### config.mk
export PLATFORM = sky130hd
export DESIGN_NAME = ptm_paired_timer
export DESIGN_NICKNAME = d
export VERILOG_FILES = /design/src/hdl/ptm_pkg.sv /design/src/hdl/ptm_tick_if.sv /design/src/hdl/ptm_paired_timer.sv /design/src/hdl/ptm_prescaler.sv
export SDC_FILE = /design/constraint.sdc
export NUM_CORES = 1
export LEC_CHECK = 0
export BUFFER_PORTS_ARGS = -buffer_cell sky130_fd_sc_hd__buf_2
export CAP_MARGIN = 20
export CELL_PAD_IN_SITES_DETAIL_PLACEMENT = 0
export CELL_PAD_IN_SITES_GLOBAL_PLACEMENT = 2
export CORE_UTILIZATION = 30
export CTS_BUF_LIST = sky130_fd_sc_hd__clkbuf_2 sky130_fd_sc_hd__clkbuf_4 sky130_fd_sc_hd__clkbuf_8
export DETAILED_ROUTE_END_ITERATION = 16
export GPL_ROUTABILITY_DRIVEN = 0
export PLACE_DENSITY = 0.79
export SLEW_MARGIN = 40
export SYNTH_ARGS = -nofsm -noshare
export SYNTH_HDL_FRONTEND = slang
export SYNTH_HIERARCHICAL = 1
export SYNTH_SLANG_ARGS = --single-unit
### constraint.sdc
create_clock -name sys_clk -period 3.5 [get_ports sys_clk]
set_clock_uncertainty 0.1 [all_clocks]
set_input_delay 0.35 -clock sys_clk [delete_from_list [all_inputs] [get_ports sys_clk]]
set_output_delay 0.35 -clock sys_clk [all_outputs]
set_load 0.01 [all_outputs]
### src/hdl/ptm_pkg.sv
// Purpose: shared constants and types for the paired timer block
// Assumes: four 16-bit timers grouped as two pairs
// Notes: prescaler ratios are fixed at 1, 8, 64 and 256

package ptm_pkg;

  // ************************************************************
  // sizes
  // ************************************************************
  localparam int TIMER_W = 16;
  localparam int TIMERS = 4;
  localparam int PAIRS = 2;

  // ************************************************************
  // prescaler selection and terminal counts
  // ************************************************************
  localparam logic [1:0] PRE_DIV1 = 2'h0;
  localparam logic [1:0] PRE_DIV8 = 2'h1;
  localparam logic [1:0] PRE_DIV64 = 2'h2;
  localparam logic [1:0] PRE_DIV256 = 2'h3;
  localparam logic [7:0] PRE_END_1 = 8'h00;
  localparam logic [7:0] PRE_END_8 = 8'h07;
  localparam logic [7:0] PRE_END_64 = 8'h3F;
  localparam logic [7:0] PRE_END_256 = 8'hFF;

  // ************************************************************
  // reset values
  // ************************************************************
  localparam logic [7:0] DIV_RESET = 8'h00;
  localparam logic [TIMER_W-1:0] COUNT_RESET = 16'h0000;
  localparam logic [TIMER_W-1:0] COUNT_ALL_ONES = 16'hFFFF;
  localparam logic [TIMERS-1:0] FLAG_RESET = 4'h0;
  localparam logic [1:0] RST_PIPE_RESET = 2'h0;

  // ************************************************************
  // per-timer control word
  // ************************************************************
  typedef struct packed {
    logic enable;
    logic gateMode;
    logic extClock;
    logic stopInIdle;
    logic [1:0] prescale;
    logic wide32;
  } ptm_ctrl_t;

  function automatic logic [7:0] ptm_pre_end(input logic [1:0] sel);
    case (sel)
      PRE_DIV1: return PRE_END_1;
      PRE_DIV8: return PRE_END_8;
      PRE_DIV64: return PRE_END_64;
      default: return PRE_END_256;
    endcase
  endfunction

endpackage

### src/hdl/ptm_tick_if.sv
// Purpose: count-enable link between timer core and one prescaler
// Assumes: single clock domain
// Notes: gateFall is a one-cycle pulse; tick is a count enable, high every cycle at divide by 1 on the ungated internal clock

`timescale 1ns/1ns

interface ptm_tick_if;
  logic run;
  logic gateMode;
  logic extSel;
  logic [1:0] prescale;
  logic tick;
  logic gateFall;

  modport ctl (output run, output gateMode, output extSel, output prescale,
    input tick, input gateFall);
  modport pre (input run, input gateMode, input extSel, input prescale,
    output tick, output gateFall);
endinterface

### src/hdl/ptm_paired_timer.sv
// Purpose: two timer pairs, each 2x16-bit or one cascaded 32-bit timer
// Assumes: control words held stable while a timer runs
// Notes: no software registers; control and status are plain ports

`timescale 1ns/1ns

module ptm_paired_timer
  import ptm_pkg::*;
(
  input wire logic sys_clk,
  input wire logic reset_n,
  input wire ptm_ctrl_t pairALowControl,
  input wire ptm_ctrl_t pairAHighControl,
  input wire ptm_ctrl_t pairBLowControl,
  input wire ptm_ctrl_t pairBHighControl,
  input wire logic [TIMERS-1:0][TIMER_W-1:0] periodValue,
  input wire logic [TIMERS-1:0] extClockPin,
  input wire logic [TIMERS-1:0] gatePin,
  input wire logic idleMode,
  input wire logic sleepMode,
  input wire logic [TIMERS-1:0] flagClear,
  output logic [TIMERS-1:0][TIMER_W-1:0] counterValue,
  output logic [TIMERS-1:0] interruptFlag,
  output logic [PAIRS-1:0] converterTrigger,
  output logic [TIMERS-1:0] dmaTrigger,
  output logic [1:0] timeBaseTick
);

  typedef struct packed {
    logic [TIMERS-1:0][TIMER_W-1:0] count;
    logic [TIMERS-1:0] flag;
    logic [PAIRS-1:0] conv;
    logic [TIMERS-1:0] dma;
    logic [1:0] tb;
  } ptm_state_t;

  ptm_state_t state;
  ptm_state_t next_state;
  ptm_ctrl_t ctrl [TIMERS];
  logic [1:0] rstPipe;
  logic rstSyncN;
  logic [TIMERS-1:0] tickEff;
  logic [TIMERS-1:0] gateFallEff;
  logic [TIMERS-1:0] matchEv;
  logic [2*TIMER_W-1:0] wide;
  logic [2*TIMER_W-1:0] sum;

  function automatic logic ptm_hits(input logic [TIMER_W-1:0] c,
    input logic [TIMER_W-1:0] p);
    return c == p;
  endfunction

  // internal clock halts in sleep, so only the external counter keeps going
  function automatic logic ptm_runs(input ptm_ctrl_t c, input logic idle,
    input logic sleep);
    return c.enable & ~(idle & c.stopInIdle) & ~(sleep & ~c.extClock);
  endfunction

  // ************************************************************
  // reset release
  // ************************************************************
  always_ff @(posedge sys_clk or negedge reset_n)
  begin
    if (!reset_n)
    begin
      rstPipe <= RST_PIPE_RESET;
    end
    else
    begin
      rstPipe <= {rstPipe[0], 1'h1};
    end
  end

  assign rstSyncN = rstPipe[1];

  // ************************************************************
  // prescalers
  // ************************************************************
  assign ctrl[0] = pairALowControl;
  assign ctrl[1] = pairAHighControl;
  assign ctrl[2] = pairBLowControl;
  assign ctrl[3] = pairBHighControl;

  ptm_tick_if tickLink [TIMERS] ();

  genvar gi;
  generate
    for (gi = 0; gi < TIMERS; gi++)
    begin : g_pre
      // high half of a cascaded pair is held stopped, its control unused
      if (gi % 2 == 1)
      begin : g_hi
        assign tickLink[gi].run = ptm_runs(ctrl[gi], idleMode, sleepMode)
          & ~ctrl[gi-1].wide32;
      end
      else
      begin : g_lo
        assign tickLink[gi].run = ptm_runs(ctrl[gi], idleMode, sleepMode);
      end
      assign tickLink[gi].gateMode = ctrl[gi].gateMode;
      assign tickLink[gi].extSel = ctrl[gi].extClock;
      assign tickLink[gi].prescale = ctrl[gi].prescale;

      ptm_prescaler u_pre (
        .sys_clk(sys_clk),
        .rstSyncN(rstSyncN),
        .link(tickLink[gi]),
        .extClk(extClockPin[gi]),
        .gateIn(gatePin[gi])
      );

      if (gi % 2 == 1)
      begin : g_hisel
        assign tickEff[gi] = ctrl[gi-1].wide32 ? tickLink[gi-1].tick
          : tickLink[gi].tick;
        assign gateFallEff[gi] = ctrl[gi-1].wide32 ? 1'h0 : tickLink[gi].gateFall;
      end
      else
      begin : g_losel
        assign tickEff[gi] = tickLink[gi].tick;
        assign gateFallEff[gi] = tickLink[gi].gateFall;
      end
    end
  endgenerate

  // ************************************************************
  // counting
  // ************************************************************
  always_comb
  begin
    next_state = state;
    matchEv = FLAG_RESET;
    wide = {state.count[1], state.count[0]};
    sum = wide;
    for (int p = 0; p < PAIRS; p++)
    begin
      if (ctrl[2*p].wide32)
      begin
        wide = {state.count[2*p+1], state.count[2*p]};
        sum = wide + 32'h00000001;
        if (tickEff[2*p])
        begin
          if (wide == {periodValue[2*p+1], periodValue[2*p]})
          begin
            next_state.count[2*p] = COUNT_RESET;
            next_state.count[2*p+1] = COUNT_RESET;
            matchEv[2*p+1] = 1'h1;
          end
          else
          begin
            // carry out of the low word lands in the high word
            next_state.count[2*p] = sum[TIMER_W-1:0];
            next_state.count[2*p+1] = sum[2*TIMER_W-1:TIMER_W];
          end
        end
        if (gateFallEff[2*p])
        begin
          matchEv[2*p+1] = 1'h1;
        end
      end
      else
      begin
        for (int h = 2*p; h < 2*p+2; h++)
        begin
          if (tickEff[h])
          begin
            if (ptm_hits(state.count[h], periodValue[h]))
            begin
              next_state.count[h] = COUNT_RESET;
              matchEv[h] = 1'h1;
            end
            else
            begin
              next_state.count[h] = state.count[h] + 16'h0001;
            end
          end
          if (gateFallEff[h])
          begin
            matchEv[h] = 1'h1;
          end
        end
      end
      next_state.conv[p] = matchEv[2*p+1];
    end
    // a new event outweighs a clear in the same cycle
    next_state.flag = (state.flag & ~flagClear) | matchEv;
    next_state.dma = matchEv;
    next_state.tb = tickEff[1:0];
  end

  always_ff @(posedge sys_clk or negedge rstSyncN)
  begin
    if (!rstSyncN)
    begin
      state <= '{count: {TIMERS{COUNT_RESET}}, flag: FLAG_RESET, conv: 2'h0,
        dma: FLAG_RESET, tb: 2'h0};
    end
    else
    begin
      state <= next_state;
    end
  end

  assign counterValue = state.count;
  assign interruptFlag = state.flag;
  assign converterTrigger = state.conv;
  assign dmaTrigger = state.dma;
  assign timeBaseTick = state.tb;
endmodule

### src/hdl/ptm_prescaler.sv
// Purpose: clock source select, gate and prescaler for one timer
// Assumes: external clock and gate pins already synchronous
// Notes: divider clears whenever the timer is stopped

`timescale 1ns/1ns

module ptm_prescaler
  import ptm_pkg::*;
(
  input wire logic sys_clk,
  input wire logic rstSyncN,
  ptm_tick_if.pre link,
  input wire logic extClk,
  input wire logic gateIn
);

  typedef struct packed {
    logic extSample;
    logic gateSample;
    logic [7:0] divCount;
  } ptm_pre_state_t;

  ptm_pre_state_t state;
  ptm_pre_state_t next_state;
  logic base;
  logic extRise;
  logic gateFallRaw;
  logic atEnd;

  // ************************************************************
  // source select and divider
  // ************************************************************
  always_comb
  begin
    next_state = state;
    extRise = extClk & ~state.extSample;
    gateFallRaw = ~gateIn & state.gateSample;
    next_state.extSample = extClk;
    next_state.gateSample = gateIn;
    // >= so a smaller ratio chosen mid-count cannot strand the divider
    atEnd = state.divCount >= ptm_pre_end(link.prescale);
    if (link.extSel)
    begin
      base = extRise;
    end
    else if (link.gateMode)
    begin
      base = gateIn;
    end
    else
    begin
      base = 1'h1;
    end
    if (!link.run)
    begin
      next_state.divCount = DIV_RESET;
    end
    else if (base)
    begin
      if (atEnd)
      begin
        next_state.divCount = DIV_RESET;
      end
      else
      begin
        next_state.divCount = state.divCount + 8'h01;
      end
    end
  end

  always_ff @(posedge sys_clk or negedge rstSyncN)
  begin
    if (!rstSyncN)
    begin
      state <= '{extSample: 1'h0, gateSample: 1'h0, divCount: DIV_RESET};
    end
    else
    begin
      state <= next_state;
    end
  end

  assign link.tick = link.run & base & atEnd;
  assign link.gateFall = link.run & link.gateMode & ~link.extSel & gateFallRaw;
endmodule

==> out/qor.csv, run 1 <==
metric,value,unit
clock tree buffer depth,2,
total number of vias,6953,
final period utilization,89.7,%
dpl cell area,0.00909,mm2
die area,0.0262,mm2
Total Neg Setup Slack,0,ps
design area,0.00962,mm2
Die Y,162,um
simple-gate share of the synthesized area,25.1,%
share of post-route cells with drive strength above 1,27.6,%
Ports,184,
average size of a mapped cell,9.13,um2
Max H-tree Level,4,
core area,0.0251,mm2
RSZ-0062 raised after global routing,false,
Least-Margin Pin Slew,691,ps
Compound-Gate Fraction of Synth Area,17.6,%
CTS buffer count,17,
Fillers,2607,
initial antenna violation count,0,
Leak,4.30,nW
Synth Area in Adders,3.26,%
vias in the first global route,6804,
root buffer cell,clkbuf_8,
vias per std cell,4.98,
fmax,0.318,GHz
Setup Buffers After CTS,0,
Worst-path clk slew,90,ps
yosys warns,6,
sequential area share after synthesis,37.9,%
number of flops mapped to enable cells by yosys,0,
multiplexer area fraction after synthesis,0.408,%
run status,finished clean,
first-pass GRT wire length,35600,um
CP Launch Type,register,
placed insts,1352,
worst hold path class,in2reg,
slew margin rel.,53.6,%
minimum clock period,3140,ps
"Distinct cells, synth",72,
final hold violation count,0,
setup violators final,0,
largest net degree at the start of global routing,50,
Synth Cell Area,0.00767,mm2
critical path capture point type,register,
Synth Area in XOR/XNOR,11.7,%
Storage cell area,0.00291,mm2
Avg WL per Cell,15.6,um
CP Data Arrival Time,3410,ps
"flops & latches, synth",116,
Post-Syn Nets,968,
multi-input logic area,0.00447,mm2
largest family of logic cells by synthesized area,simple AND/OR/NAND/NOR gates,
TritonCTS Sinks,116,
Synth Instances,840,
total grt overflow,0,
PwrDens,325,mW/mm2
Worst Path Max Fanout,7,
Area Growth Syn to Fin,25.5,%
final WL,21800,um
peak supply drop,0.196,mV
Die W,162,um
CTS tree,built,
Crit path required time,3760,ps
Max Cap Viol,0,
DRT iter0 DRCs,378,
post-DP HPWL,16500,um
Crit Path Category,reg2reg,
ANT nets after route,0,
final net count,1179,
Slew Limit Fails,0,
Residual DRC,0,
All-Layer GR Usage,17.2,%
Main synth FF type,dfrtp_1,
floorplan row count,58,
I/O Buffers,181,
Layout Cells excl Fill,1395,
final core utilization,38.3,%
starting density of the core,30.5,%
DR pass1 iterations,6,
"FFs w/ async S/R, synth",100,%
worst skew pair latency,450,ps
Tot Pwr,3.13,mW
[stage by stage]
stage / hold WS, ps / worst slack (ps)
final: 67.3 / 359
after global routing: 59.2 / 36.8
after CTS: 32.7 / 280
after detailed placement: 36.5 / 93.1
after global placement: 36.7 / 136
after floorplan: -45.6 / 204
[registers in the layout (all words and copies together), names as in the netlist]
name	flops
dmaTrigger	3
converterTrigger	1
rstPipe	2
timeBaseTick	2
g_pre.u_pre/state	40
counterValue	64
interruptFlag	4
[kinds of logic (layout without fill, tap and decap cells)]
group	after synthesis	count (layout)
other	1	2
xor gates and xnor gates	102	102
DFF	116	116
buffers and inverters	70	294
AOI/OAI and AO/OA	166	166
muxes	3	3
and+or+nand+nor	362	362
adders and majority gates	20	20
[repair_timing]
item	4_1_cts	5_1_grt
hold buffers	10	0
endpoints found under the hold margin	11	0
setup endpoints to repair	0	2
resized for setup	0	1
[critical path, cell delays in order (launching register included)]
cell	delay (ps)
dfrtp_1	420
ha_1	310
nand2_1	50
a21oi_1	210
o211ai_4	120
a21boi_0	280
nor2b_2	260
a21oi_4	80
inv_1	150
nand2_1	100
nor2_1	130
nand3_1	190
or4_1	520
a21oi_1	150
[cells in the final DEF, fill, tap and decap left out, types with 11 or more instances in the layout]
cell and count:
dfrtp_1 115, buf_2 181, inv_1 44, a21oi_1 29
o22ai_1 11, buf_4 25, nand3_1 35, xnor2_1 64
nor3_1 23, xor2_1 37, ha_1 20, nor2_1 78
and3_1 16, nand4_1 32, nand2_1 92, and2_1 11
o21ai_0 27, clkbuf_8 17
[path summary, 6_finish.rpt]
| check | startpoint | endpoint | slack (ps) | cells after the start |
|---|---|---|---|---|
| worst max-delay path | g_pre[1].u_pre/state[7] | counterValue[30] | 360 | 13 |
| worst min-delay path | flagClear[2] | interruptFlag[2] | 70 | 3 |
| worst max register to register | g_pre[1].u_pre/state[7] | counterValue[30] | 360 | 13 |
| worst min register to register | rstPipe[1] | g_pre[2].u_pre/state[7] | 170 | 0 |
| max in group asynchronous | rstPipe[1] | counterValue[5] | 2220 | 2 |
| min in group asynchronous | reset_n | rstPipe[1] | 110 | 2 |
[synthesized netlist by cell type (11+ instances only)]
cell	number	area, um2
a21oi_1	29	145
and2_1	11	68.8
and3_1	16	100
dfrtp_1	116	2900
ha_1	20	250
inv_1	44	165
nand2_1	92	345
nand3_1	35	175
nand4_1	32	200
nor2_1	78	293
nor2b_1	11	68.8
nor3_1	23	115
nor4_1	11	68.8
o21ai_0	27	135
o22ai_1	11	68.8
xnor2_1	64	561
xor2_1	37	324
[area by class of cell]
class | instances | area share (%)
diodes | 1 | 0.0260
multi-input cells | 654 | 46.5
repair buffers | 218 | 12.8
clock inverters | 15 | 2.04
flip-flops and latches | 116 | 30.2
well taps | 330 | 4.29
clock buffers | 17 | 2.43
inverters | 44 | 1.72
[report_power, final]
| part | internal, mW | total, mW | switching, mW | leakage (nW) |
|---|---|---|---|---|
| combinational | 0.155 | 0.329 | 0.173 | 2.54 |
| clock | 0.727 | 1.39 | 0.667 | 0.208 |
| sequential | 1.36 | 1.41 | 0.0418 | 1.55 |
| total | 2.25 | 3.13 | 0.882 | 4.30 |
[metal layers]
layer | track usage (%) | share of wire [%]
met3 | 3.65 | 5.3
met1 | 22.5 | 46
met5 | 0 | 0
met2 | 28.8 | 48
met4 | 4.12 | 0.87
(Power assumes the default switching activity.)
==> run 2: changes to the inputs <==
--- a/config.mk
+++ b/config.mk
@@ -5,15 +5,14 @@
 export SDC_FILE = /design/constraint.sdc
 export NUM_CORES = 1
 export LEC_CHECK = 0
-export BUFFER_PORTS_ARGS = -buffer_cell sky130_fd_sc_hd__buf_2
 export CAP_MARGIN = 20
 export CELL_PAD_IN_SITES_DETAIL_PLACEMENT = 0
 export CELL_PAD_IN_SITES_GLOBAL_PLACEMENT = 2
-export CORE_UTILIZATION = 30
-export CTS_BUF_LIST = sky130_fd_sc_hd__clkbuf_2 sky130_fd_sc_hd__clkbuf_4 sky130_fd_sc_hd__clkbuf_8
+export CORE_UTILIZATION = 35
 export DETAILED_ROUTE_END_ITERATION = 16
+export DONT_BUFFER_PORTS = 1
 export GPL_ROUTABILITY_DRIVEN = 0
-export PLACE_DENSITY = 0.79
+export PLACE_DENSITY_LB_ADDON = 0.2
 export SLEW_MARGIN = 40
 export SYNTH_ARGS = -nofsm -noshare
 export SYNTH_HDL_FRONTEND = slang
==> run 2 against run 1 <==
  * Hold slack worse by 32 ps
  * Critical endpoint unchanged
  * Sequential cell count unchanged
  * Clock-buffer cell count rose by 6
  * Worst setup slack lost 40 ps
  * Critical path depth did not move
  * Global-route usage increased by 2.7 points
  * Cell area is 7.9% lower
  * Highest routed layer unchanged
  * Cell count shrank 17%
  * Sequential power about the same
  * Fmax decreased by 1.2%
  * Via count decreased by 6.2%
==> out/qor.csv, run 2 (same netlist as run 1, synthesis figures left out) <==
metric,value,unit,change
TritonCTS Sinks,116,,unchanged
Max Cap Viol,0,,unchanged
worst skew pair latency,420,ps,-30 ps
post-DP HPWL,16000,um,-3.3%
critical path capture point type,register,,
Setup Buffers After CTS,0,,unchanged
Residual DRC,0,,unchanged
dpl cell area,0.00808,mm2,-11%
PwrDens,393,mW/mm2,+21%
most frequent cells in the layout,"dfrtp_1 (115), nand2_1 (92), nor2_1 (78)",,
share of post-route cells with drive strength above 1,12.3,%,-15 points
Die Y,150,um,-7.3%
vias in the first global route,6601,,-3.0%
Crit path required time,3730,ps,-30 ps
Area Growth Syn to Fin,15.6,%,
Die W,150,um,-7.3%
clock network power share,52.5,%,+7.9 points
CTS buffer count,17,,unchanged
design area,0.00887,mm2,-7.9%
slew margin rel.,55.6,%,+2.0 points
RSZ-0062 raised after global routing,false,,
Met3 Wirelength,1380,um,+20%
floorplan row count,53,,-8.6%
peak supply drop,0.275,mV,+40%
Worst-path clk slew,60,ps,-30 ps
Max H-tree Level,4,,unchanged
Largest register FFs,64,,unchanged
die area,0.0225,mm2,-14%
sequential share of power,40.7,%,-4.2 points
Slew Limit Fails,0,,unchanged
DR pass1 iterations,4,,-2
ANT nets after route,0,,unchanged
Avg WL per Cell,18.5,um,+19%
All-Layer GR Usage,19.9,%,+2.7 points
setup violators final,0,,unchanged
final period utilization,90.9,%,+1.1 points
CP Data Arrival Time,3410,ps,about the same
Total Neg Setup Slack,0,ps,unchanged
clock tree buffer depth,2,,unchanged
fmax,0.314,GHz,-1.2%
CTS tree,built,,
Internal,2.67,mW,+19%
final hold slack,35.3,ps,-32.0 ps
run status,finished clean,,
NetSw,0.813,mW,-7.8%
Logic pwr share,6.8,%,-3.7 points
Crit Path Category,reg2reg,,
largest net degree at the start of global routing,62,,+24%
minimum clock period,3180,ps,+39.6 ps
total number of vias,6519,,-6.2%
Leak,3.60,nW,-16%
total grt overflow,0,,unchanged
final WL,21600,um,-1.2%
starting density of the core,36.1,%,+5.6 points
DRT iter0 DRCs,262,,-31%
first-pass GRT wire length,34600,um,-2.8%
"most common cell after layout, fill and taps aside",dfrtp_1,,
sw frac,23.4,%,-4.8 points
top sig layer,met4,,
Worst Path Max Fanout,7,,unchanged
wire length on met2,10900,um,+4.1%
Least-Margin Pin Slew,662,ps,-29.1 ps
Ports,184,,unchanged
root buffer cell,clkbuf_16,,
initial antenna violation count,1,,+1
final net count,1002,,-15%
worst hold path class,in2reg,,
I/O Buffers,0,,-100%
final hold violation count,0,,unchanged
CP Launch Type,register,,
vias per std cell,5.61,,+12%
metal1 wirelength,9030,um,-10%
core area,0.0212,mm2,-15%
[run 2: path summary, 6_finish.rpt]
kind	from	to	slack, ps	cells after the start
worst max-delay path	g_pre[1].u_pre/state[7]	counterValue[30]	320	13
worst min-delay path	pairBLowControl[0]	converterTrigger[1]	40	1
worst max register to register	g_pre[1].u_pre/state[7]	counterValue[30]	320	13
worst min register to register	rstPipe[1]	g_pre[2].u_pre/state[8]	140	0
max in group asynchronous	rstPipe[1]	counterValue[25]	2470	1
min in group asynchronous	reset_n	rstPipe[1]	60	1
[run 2: worst max-delay path, cell delays in order (launching register included)]
cell and delay [ps]:
dfrtp_1 410, ha_1 310, nand2_1 50, a21oi_1 210, o211ai_4 180, a21boi_1 250
nor2b_2 250, a21oi_4 80, inv_1 140, nand2_1 100, nor2_1 140, nand3_1 200
or4_1 520, a21oi_1 160
[run 2: power by group through the flow]
stage | Sequential [mW] | Clock (mW) | Combinational (mW)
finish | 1.42 | 1.83 | 0.237
global route | 1.42 | 1.93 | 0.268
CTS | 1.42 | 1.87 | 0.232
detailed placement | 1.45 | 0 | 0.215
global placement | 1.45 | 0 | 0.209
floorplan | 1.44 | 0 | 0.160
[run 2: timing repair]
item / 4_1_cts / 5_1_grt
hold buffers: 15 / 0
endpoints found under the setup margin: 0 / 3
gates resized for setup: 0 / 2
hold endpoints to repair: 17 / 0
[run 2: cell type report]
class	count	area (um2)
Antenna cell	1	2.50
Clock buffer	23	488
Clock inverter	9	125
Fill cell	2077	12400
Inverter	44	165
Multi-Input combinational cell	654	4460
Sequential cell	116	2910
Tap cell	275	344
Timing Repair Buffer	41	370
[run 2: routing by layer]
layer	vias up	GRT usage [%]
met4	0	6.21
met1	3204	23.8
met2	186	34.7
met5	-	0
met3	17	4.88
li1	3112	-
[run 2: metrics by stage]
stage / util [%] / total power, mW / worst slack (ps) / instances
global route: 41.8 / 3.62 / 64.2 / 1163
finish: 41.8 / 3.48 / 319 / 1163
floorplan: - / 1.60 / 204 / 840
CTS: 41.7 / 3.53 / 181 / 1161
detailed placement: 38.1 / 1.66 / 193 / 1114
global placement: 38.1 / 1.66 / 290 / 1114
